**config.mk**
```make
export PLATFORM = sky130hd
export DESIGN_NAME = msc_stats
export DESIGN_NICKNAME = d
export VERILOG_FILES = /design/src/verilog/msc_pkg.sv /design/src/verilog/msc_cnt_if.sv /design/src/verilog/msc_counter.sv /design/src/verilog/msc_stats.sv
export SDC_FILE = /design/constraint.sdc
export NUM_CORES = 1
export LEC_CHECK = 0
export BUFFER_PORTS_ARGS = -buffer_cell sky130_fd_sc_hd__buf_2
export CAP_MARGIN = 20
export CORE_ASPECT_RATIO = 0.9
export CORE_UTILIZATION = 43
export DETAILED_ROUTE_END_ITERATION = 8
export HOLD_SLACK_MARGIN = 0.03
export PLACE_DENSITY = 0.68
export RECOVER_POWER = 100
export SETUP_SLACK_MARGIN = 0.4
export SLEW_MARGIN = 15
export SYNTH_ARGS = -nofsm -noshare
export SYNTH_HDL_FRONTEND = slang
export SYNTH_SLANG_ARGS = --single-unit
export TNS_END_PERCENT = 20
```
**constraint.sdc**
```tcl
create_clock -name aclk -period 3.34 [get_ports aclk]
set_input_delay 0.167 -clock aclk [delete_from_list [all_inputs] [get_ports aclk]]
set_output_delay 0.167 -clock aclk [all_outputs]
set_load 0.005 [all_outputs]
```
**src/verilog/msc_pkg.sv**
```systemverilog
// constants for the mac statistics counter block
package msc_pkg;
  localparam int          MSC_ADDR_W        = 12;
  localparam int          MSC_DATA_W        = 32;
  localparam int          MSC_NUM_CNT       = 5;
  // counter slots
  localparam int          MSC_IDX_RX_ALL    = 0;
  localparam int          MSC_IDX_RX_OK     = 1;
  localparam int          MSC_IDX_TX_FRM    = 2;
  localparam int          MSC_IDX_TX_BYTE   = 3;
  localparam int          MSC_IDX_TX_BOK    = 4;
  // byte addresses
  localparam logic [11:0] MSC_OFS_CTRL      = 12'h000;
  localparam logic [11:0] MSC_OFS_RX_ALL    = 12'h200;
  localparam logic [11:0] MSC_OFS_RX_OK     = 12'h204;
  localparam logic [11:0] MSC_OFS_TX_FRM    = 12'h300;
  localparam logic [11:0] MSC_OFS_TX_BYTE   = 12'h308;
  localparam logic [11:0] MSC_OFS_TX_BOK    = 12'h30c;
  // control register fields, counter and read data constants
  localparam int          MSC_CTRL_SWAP_BIT = 0;
  localparam logic        MSC_CTRL_RST      = 1'h0;
  localparam logic [31:0] MSC_CNT_RST       = 32'h00000000;
  localparam logic [31:0] MSC_CNT_ONE       = 32'h00000001;
  localparam logic [31:0] MSC_RDATA_RST     = 32'h00000000;
  // axi responses
  localparam logic [1:0]  MSC_RESP_OKAY     = 2'h0;
  localparam logic [1:0]  MSC_RESP_SLVERR   = 2'h2;
  localparam logic [1:0]  MSC_RESP_DECERR   = 2'h3;
endpackage

```
**src/verilog/msc_cnt_if.sv**
```systemverilog
// increment and count carrier between the top and one counter
`timescale 1ns/1ps
`default_nettype none
interface msc_cnt_if;
  logic        inc;
  logic [31:0] count;
  modport src (output inc, input count);
  modport cnt (input inc, output count);
endinterface
`default_nettype wire

```
**src/verilog/msc_counter.sv**
```systemverilog
// one 32-bit wrapping statistics counter
`timescale 1ns/1ps
`default_nettype none
module msc_counter
  import msc_pkg::*;
(
  input  wire logic aclk,
  input  wire logic aresetn,
  msc_cnt_if.cnt    port
);
  typedef struct packed
  {
    logic [31:0] count;
  } msc_ctr_s;

  msc_ctr_s state_r;
  msc_ctr_s state_nxt;

  always_comb
  begin
    state_nxt = state_r;
    // wraps to zero past all ones, never holds
    if (port.inc)
    begin
      state_nxt.count = state_r.count + MSC_CNT_ONE;
    end
  end

  always_ff @(posedge aclk)
  begin
    if (!aresetn)
    begin
      state_r.count <= MSC_CNT_RST;
    end
    else
    begin
      state_r <= state_nxt;
    end
  end

  assign port.count = state_r.count;
endmodule
`default_nettype wire

```
**src/verilog/msc_stats.sv**
```systemverilog
// mac statistics counters with an axi4-lite register slave
// Function
// - every received frame, valid or not, adds one to the rx total.
// - only a received frame judged valid adds one to the rx valid count.
// - every transmitted frame adds one to the tx frame total.
// - every transmitted byte adds one to the tx byte total.
// - counters clear only on reset; reads and writes leave them alone.
// - a counter past all ones wraps to zero and never saturates.
// - unless swap is set, the lowest byte of a counter word holds bits 31 to 24.
// - each valid transmitted byte adds one to the tx valid byte count.
`timescale 1ns/1ps
`default_nettype none
module msc_stats
  import msc_pkg::*;
(
  input  wire logic                      aclk,
  input  wire logic                      aresetn,
  // mac event pulses, one cycle per event
  input  wire logic                      rx_frame_total,
  input  wire logic                      rx_valid_frame_total,
  input  wire logic                      tx_frame_total,
  input  wire logic                      tx_byte_total,
  input  wire logic                      tx_valid_byte_total,
  // axi4-lite slave
  input  wire logic [msc_pkg::MSC_ADDR_W-1:0] s_axi_awaddr,
  input  wire logic                      s_axi_awvalid,
  output logic                           s_axi_awready,
  input  wire logic [31:0]               s_axi_wdata,
  input  wire logic [3:0]                s_axi_wstrb,
  input  wire logic                      s_axi_wvalid,
  output logic                           s_axi_wready,
  output logic [1:0]                     s_axi_bresp,
  output logic                           s_axi_bvalid,
  input  wire logic                      s_axi_bready,
  input  wire logic [msc_pkg::MSC_ADDR_W-1:0] s_axi_araddr,
  input  wire logic                      s_axi_arvalid,
  output logic                           s_axi_arready,
  output logic [31:0]                    s_axi_rdata,
  output logic [1:0]                     s_axi_rresp,
  output logic                           s_axi_rvalid,
  input  wire logic                      s_axi_rready
);
  typedef struct packed
  {
    logic                  awready;
    logic                  aw_got;
    logic [MSC_ADDR_W-1:0] aw_addr;
    logic                  wready;
    logic                  w_got;
    logic [31:0]           w_data;
    logic [3:0]            w_strb;
    logic                  bvalid;
    logic [1:0]            bresp;
    logic                  arready;
    logic                  rvalid;
    logic [31:0]           rdata;
    logic [1:0]            rresp;
    logic                  swap;
  } msc_top_s;

  msc_top_s state_r;
  msc_top_s state_nxt;

  logic [MSC_NUM_CNT-1:0] events;
  logic [31:0]            counts [MSC_NUM_CNT];

  msc_cnt_if cif [MSC_NUM_CNT] ();

  assign events[MSC_IDX_RX_ALL]  = rx_frame_total;
  assign events[MSC_IDX_RX_OK]   = rx_valid_frame_total;
  assign events[MSC_IDX_TX_FRM]  = tx_frame_total;
  assign events[MSC_IDX_TX_BYTE] = tx_byte_total;
  assign events[MSC_IDX_TX_BOK]  = tx_valid_byte_total;

  genvar gi;
  generate
    for (gi = 0; gi < MSC_NUM_CNT; gi++)
    begin : g_cnt
      assign cif[gi].inc = events[gi];
      assign counts[gi]  = cif[gi].count;
      msc_counter u_cnt
      (
        .aclk    (aclk),
        .aresetn (aresetn),
        .port    (cif[gi])
      );
    end
  endgenerate

  // word-aligned decode of a counter address
  function automatic logic [3:0] cnt_slot(input logic [MSC_ADDR_W-1:0] a);
    logic [11:0] wa;
    wa = {a[11:2], 2'h0};
    case (wa)
      MSC_OFS_RX_ALL:  cnt_slot = 4'(MSC_IDX_RX_ALL);
      MSC_OFS_RX_OK:   cnt_slot = 4'(MSC_IDX_RX_OK);
      MSC_OFS_TX_FRM:  cnt_slot = 4'(MSC_IDX_TX_FRM);
      MSC_OFS_TX_BYTE: cnt_slot = 4'(MSC_IDX_TX_BYTE);
      MSC_OFS_TX_BOK:  cnt_slot = 4'(MSC_IDX_TX_BOK);
      default:         cnt_slot = 4'hf;
    endcase
  endfunction

  function automatic logic is_ctrl(input logic [MSC_ADDR_W-1:0] a);
    is_ctrl = ({a[11:2], 2'h0} == MSC_OFS_CTRL);
  endfunction

  // msb of the count in the lowest byte lane unless swap is set
  function automatic logic [31:0] lane_map(input logic [31:0] v,
                                           input logic        sw);
    if (sw)
    begin
      lane_map = v;
    end
    else
    begin
      lane_map = {v[7:0], v[15:8], v[23:16], v[31:24]};
    end
  endfunction

  logic [3:0]  rd_slot;
  logic [31:0] rd_word;

  always_comb
  begin
    rd_slot = cnt_slot(s_axi_araddr);
    rd_word = MSC_RDATA_RST;
    if (rd_slot < 4'(MSC_NUM_CNT))
    begin
      rd_word = counts[rd_slot[2:0]];
    end
  end

  always_comb
  begin
    state_nxt = state_r;
    // write address and data, in either order
    if (s_axi_awvalid && state_r.awready)
    begin
      state_nxt.aw_got  = 1'b1;
      state_nxt.aw_addr = s_axi_awaddr;
    end
    if (s_axi_wvalid && state_r.wready)
    begin
      state_nxt.w_got  = 1'b1;
      state_nxt.w_data = s_axi_wdata;
      state_nxt.w_strb = s_axi_wstrb;
    end
    if (state_r.bvalid && s_axi_bready)
    begin
      state_nxt.bvalid = 1'b0;
    end
    // counters ignore writes, only control is writable
    if (state_r.aw_got && state_r.w_got && !state_r.bvalid)
    begin
      state_nxt.aw_got = 1'b0;
      state_nxt.w_got  = 1'b0;
      state_nxt.bvalid = 1'b1;
      if (is_ctrl(state_r.aw_addr))
      begin
        state_nxt.bresp = MSC_RESP_OKAY;
        if (state_r.w_strb[0])
        begin
          state_nxt.swap = state_r.w_data[MSC_CTRL_SWAP_BIT];
        end
      end
      else if (cnt_slot(state_r.aw_addr) != 4'hf)
      begin
        state_nxt.bresp = MSC_RESP_SLVERR;
      end
      else
      begin
        state_nxt.bresp = MSC_RESP_DECERR;
      end
    end
    state_nxt.awready = !state_nxt.aw_got;
    state_nxt.wready  = !state_nxt.w_got;
    // read channel, whole word captured in one edge
    if (state_r.rvalid && s_axi_rready)
    begin
      state_nxt.rvalid  = 1'b0;
      state_nxt.arready = 1'b1;
    end
    if (s_axi_arvalid && state_r.arready)
    begin
      state_nxt.arready = 1'b0;
      state_nxt.rvalid  = 1'b1;
      if (is_ctrl(s_axi_araddr))
      begin
        state_nxt.rdata = {31'h00000000, state_r.swap};
        state_nxt.rresp = MSC_RESP_OKAY;
      end
      else if (rd_slot != 4'hf)
      begin
        state_nxt.rdata = lane_map(rd_word, state_r.swap);
        state_nxt.rresp = MSC_RESP_OKAY;
      end
      else
      begin
        state_nxt.rdata = MSC_RDATA_RST;
        state_nxt.rresp = MSC_RESP_DECERR;
      end
    end
  end

  always_ff @(posedge aclk)
  begin
    if (!aresetn)
    begin
      state_r         <= '0;
      state_r.awready <= 1'b1;
      state_r.wready  <= 1'b1;
      state_r.arready <= 1'b1;
      state_r.swap    <= MSC_CTRL_RST;
    end
    else
    begin
      state_r <= state_nxt;
    end
  end

  assign s_axi_awready = state_r.awready;
  assign s_axi_wready  = state_r.wready;
  assign s_axi_bvalid  = state_r.bvalid;
  assign s_axi_bresp   = state_r.bresp;
  assign s_axi_arready = state_r.arready;
  assign s_axi_rvalid  = state_r.rvalid;
  assign s_axi_rdata   = state_r.rdata;
  assign s_axi_rresp   = state_r.rresp;
endmodule
`default_nettype wire
```
After elaboration in Yosys (flattened, before gate mapping). Cells that the tools add are included.

Flip-flop bits (word level): 252. Bits of input ports: 72. Output and inout port bits: 41. Word-level logic and storage cells: 75.

Add/subtract/negate cells: 5. Order comparisons: 2. Equality and inequality tests: 12. Multiplexer cells: 21. Bitwise gates (word level): 1. Reduce and logical (&&, ||, !) cells: 15.

Operator list (number): $add A32 B1 Y32 const B (5); $mux W32 (4); $eq A10 B8 Y1 const B (10); $bmux W32 S3 (1); $mux W34 (2); $pmux W4 S5 (2); $mux W37 (1); $mux W36 (1); $logic_not A10 Y1 (2); $mux W13 (1); $mux W4 (2); $ne A4 B4 Y1 const B (2); $logic_and A1 B1 Y1 (7); $ge A4 B4 Y1 const B (1); $lt A4 B3 Y1 const B (1); $mux W1 (4); $mux W2 (2); $not A3 Y4 (1); $reduce_bool A2 Y1 (2); $logic_not A1 Y1 (3); $mux W3 (1); $reduce_and A3 Y1 (1).

Logic depth before layout (Yosys ltp).
Depth in word-level cells: 11. Gate-level depth with buffers: 10. Depth with buffers taken out: 7.

By module. A second synthesis with hierarchy kept.

Cell total of the unflattened synthesis: 1428. Area total of the unflattened synthesis: 11939.0 um2.

By module, submodules not included: msc_counter (times used 5, cells an instance 176, area each 1562.7 um2, seq. area each 640.6 um2); msc_stats (times used 1, cells an instance 548, area each 4125.2 um2, seq. area each 1101.1 um2).

Worst setup path after synthesis. Ideal clock, no wire load.

Kind: flip-flop to flip-flop. Start point: register, netlist name g_cnt[1].u_cnt.port.count[0]. End point: register, netlist name g_cnt[1].u_cnt.port.count[24]. Setup time: 0.115 ns. Data arrival time: 1.861 ns. Data required time: 3.225 ns. Slack: 1.364 ns. Stages on the path, launching flop included: 8. Buffers on the path: 0. Clock period less this slack: 1.976 ns. Cells stage by stage: dfxtp_1 -> ha_1 -> nand2_1 -> nor4_1 -> and4_1 -> nand2_1 -> xnor2_1 -> and2_1.

Word-level cells in the longest chain between the ends: 1.

RTL lines: $add A32 B1 Y32 (RTL line msc_counter.sv:25) `state_nxt.count = state_r.count + MSC_CNT_ONE;`.

Every way passes these cells. A chain may end at the register's enable or synchronous reset.

Final worst setup path.
Start point: input port s_axi_araddr[6] in the netlist's numbering. End point: register state_r (netlist bit s_axi_rdata[31]).

Word-level cells in the longest chain between the ends: 10. Elaborated cells between the ends (all ways): 17. Classes of those cells: 1 x order compare; 6 x eq/ne; 8 x mux; 1 x bitwise; 1 x reduce/logical.

RTL lines: start: declaration (RTL line msc_stats.sv:35) `input wire logic [msc_pkg::MSC_ADDR_W-1:0] s_axi_araddr,`; $eq A10 B8 Y1 (RTL line msc_stats.sv:94) `case (wa)`; $pmux W4 S5 (RTL line msc_stats.sv:94); $not A3 Y4 (not written as such) (RTL line msc_stats.sv:130) `rd_word = counts[rd_slot[2:0]];`; $bmux W32 S3 (RTL line msc_stats.sv:130); $mux W32 (not written as such) (2 in a row) (RTL line msc_stats.sv:130); $mux W32 (RTL line msc_stats.sv:128) `if (rd_slot < 4'(MSC_NUM_CNT))`; $mux W32 (RTL line msc_stats.sv:111) `if (sw)`; $mux W34 (RTL line msc_stats.sv:193) `else if (rd_slot != 4'hf)`; $mux W34 * (RTL line msc_stats.sv:188) `if (is_ctrl(s_axi_araddr))`; end signal: assignment (RTL line msc_stats.sv:218) `state_r <= state_nxt;`; end: declaration (RTL line msc_stats.sv:61) `msc_top_s state_r;`.

Every way passes the cells marked *; elsewhere a longest branch is shown, timed or not. The select of a mux whose other input is x is not followed.

==> metrics.yaml <==
post_cts_resized: 0
period_share_pct: 79.5
fin_cells: 1678
multiInputGateArea_sq_um: 6190
fmaxAchievable_mhz: 376
power.leakage_uw: 0.00465
peakVddDrop_v: 0.000304
synth.avg_cell_area_sq_um: 8.73
async_flop_share_pct: 0
drt-vias-per-instance: 5.42
cp-end-kind: "flop"
grt_pass1_wl_um: 44400
mappedNetlistArea_sq_um: 11100
final-seq-area_sq_um: 4300
htreeDepth: 1
powerDensity_nw_per_um2: 440
synth-seq-cells: 215
rsz0062_at_grt: "no"
dp_hpwl_um: 19600
grt_usage_pct: 20.8
cpPeakStageDelay_ns: 0.58
syn_nets: 1352
worstHoldPathType: "in2reg"
drive_gt1_share_pct: 7.41
grt_overflow: 0
hold_violations: 0
outcome: "finished with violations"
post_cts_buffers: 0
worstPathArrival_ns: 3.10
numCtsBuffers: 24
min_period_ns: 2.66
clk_pin_slew_worst_paths_ns: 0.07
seq_area_frac_synth_pct: 38.6
grt_max_degree: 79
drc: 0
area.growth.synth_to_final_pct: 11.7
fillers: 2426
cts_tree: "done"
timing.setup.tns_ns: 0
die_w_um: 172
crit_type: "in2reg"
fin_skew_ns: 0.0269
critPathSlowestCell: "nor4_1"
dp_cells: 1606
crit_buf_inv: 2
antenna_found_initial: 0
path_common_cell: "and3_1"
stdcell_area_sq_um: 12400
synth_most_common_cell: "dfxtp_1"
first_pass_iters: 5
totalWireLength_um: 27500
die_area_sq_um: 26500
synth_top_area_share_pct: 38.6
cts_sinks: 215
synthDistinctLibCells: 50
max_cap_violations: 1
setup_viol: 0
cp.required_ns: 3.79
io_pins: 113
grt_pass1_vias: 8535
antennaDiodeCount: 0
postPlaceCellArea_sq_um: 11500
violations: "max-capacitance violations, max-slew violations"
synth_edf_count: 0
synthTopCellsByCount: "dfxtp_1, and2_1, nand2_1"
drtAntennaViolNets: 0
yosys_warnings: 0
synth_area_leaders: "dfxtp_1, mux2i_1, xnor2_1"
core.rowCount: 55
tightestPinTransition_ns: 1.71
cp_cell_sequence: "dlygate4sd3_1, buf_2, nor4_1, and3_1, and3_1, a221o_1, mux2i_1, o21ai_0"
start_util_pct: 44.1
clk_latency_ns: 0.53
syn_inst: 1275
die_height_um: 155
max_slew_margin_pct: -13.9
io_buffer_count: 74
cts-root-buf: "clkbuf_16"
drtIter0Drc: 802
core_sq_um: 25300
dr_total_vias: 9087
cts_buffer_depth: 3
wl_per_cell_um: 16.4
path_max_fanout: 14
start_kind: "primary input"
synth_ff_type: "dfxtp_1"
nNetsFinal: 1395
drv_slew: 54
gp_congestion: 0.858
cp_top_family: "simple AND/OR/NAND/NOR gates"
yosys.area.top_type: "dfxtp_1"
-- path summary, 6_finish.rpt --
check | from | to | slack (ns) | cells after the start
max | s_axi_araddr[6] | s_axi_rdata[31]$_SDFFE_PN0P_ | 0.68 | 8
min | s_axi_araddr[9] | s_axi_rresp[0]$_SDFFE_PN0P_ | 0.04 | 4
max reg2reg | g_cnt[4].u_cnt.port.count[6]$_SDFFE_PN0P_ | g_cnt[4].u_cnt.port.count[31]$_SDFFE_PN0P_ | 0.81 | 6
min reg2reg | s_axi_rdata[14]$_SDFFE_PN0P_ | s_axi_rdata[14]$_SDFFE_PN0P_ | 0.45 | 2
-- cell families (layout without fill, tap and decap cells) --
group	Yosys count	after routing	synth area share, %
simple gates	543	543	26.7
fa+ha+maj	5	5	0.562
xor+xnor	125	125	9.83
buf+inv	115	176	5.47
flops	215	215	38.6
mux	84	84	7.56
compound gates	188	188	11.2
-- sequential cells by signal (all words and copies together) (netlist names), 2 cells and up --
signal,cells
state_r,15
g_cnt.u_cnt.port.count,160
s_axi_bresp,2
s_axi_rdata,32
-- where the power goes --
group	total (uW)	internal [uW]	switching (uW)
clock network	2580	1500	1090
registers	2630	2600	38.2
logic	252	112	140
total	5470	4200	1270
-- layout make-up --
type                    count  area share [%]
clock buffers              33            5.42
repair buffers            114            5.48
inverters                  18           0.543
clock inverters            11           0.765
well taps                 342            3.44
flip-flops and latches    215            34.6
multi-input cells         945            49.7
-- layer usage --
layer,track usage [%],vias up,routed length (um)
met4,5.65,0,684
li1,-,4506,-
met5,0,-,0
met2,33.3,224,12300
met3,3.40,44,1550
met1,28.8,4313,13000
-- tightest hold or removal path, cell delays in order --
cell,delay [ns]
buf_2,0.15
o21ai_0,0.08
a211oi_1,0.07
nor2_1,0.07
-- metrics by stage --
step                utilization [%]  power [uW]  hold slack [ns]  worst slack (ns)
floorplan                         -        2840            0.312              1.36
global placement               45.5        2910            0.420             0.968
detailed placement             45.5        2920            0.427             0.934
CTS                            49.6        5510           0.0355             0.900
global route                   49.2        5650           0.0588             0.449
finish                         49.2        5470           0.0423             0.683
-- cell usage in the layout (no fill, tap or decap), types with 15 or more instances in the layout --
master / count
xor2_1: 33
o22ai_1: 16
inv_1: 17
nand2_1: 120
o21ai_0: 66
dlygate4sd3_1: 28
buf_2: 39
or3_1: 28
clkbuf_1: 41
clkbuf_16: 24
and3_1: 30
xnor2_1: 92
and2_0: 54
nor2_1: 58
nand3_1: 62
and4_1: 21
mux2i_1: 83
a21boi_0: 39
a221o_1: 15
a2bb2oi_1: 16
dfxtp_1: 215
a21oi_1: 23
and2_1: 75
nand4_1: 41
-- repair_timing --
| item | CTS | global route |
|---|---|---|
| endpoints found under the setup margin | 0 | 0 |
| hold buffers | 28 | 0 |
| hold endpoints to repair | 24 | 0 |
Power figures use the tool's default switching activity.
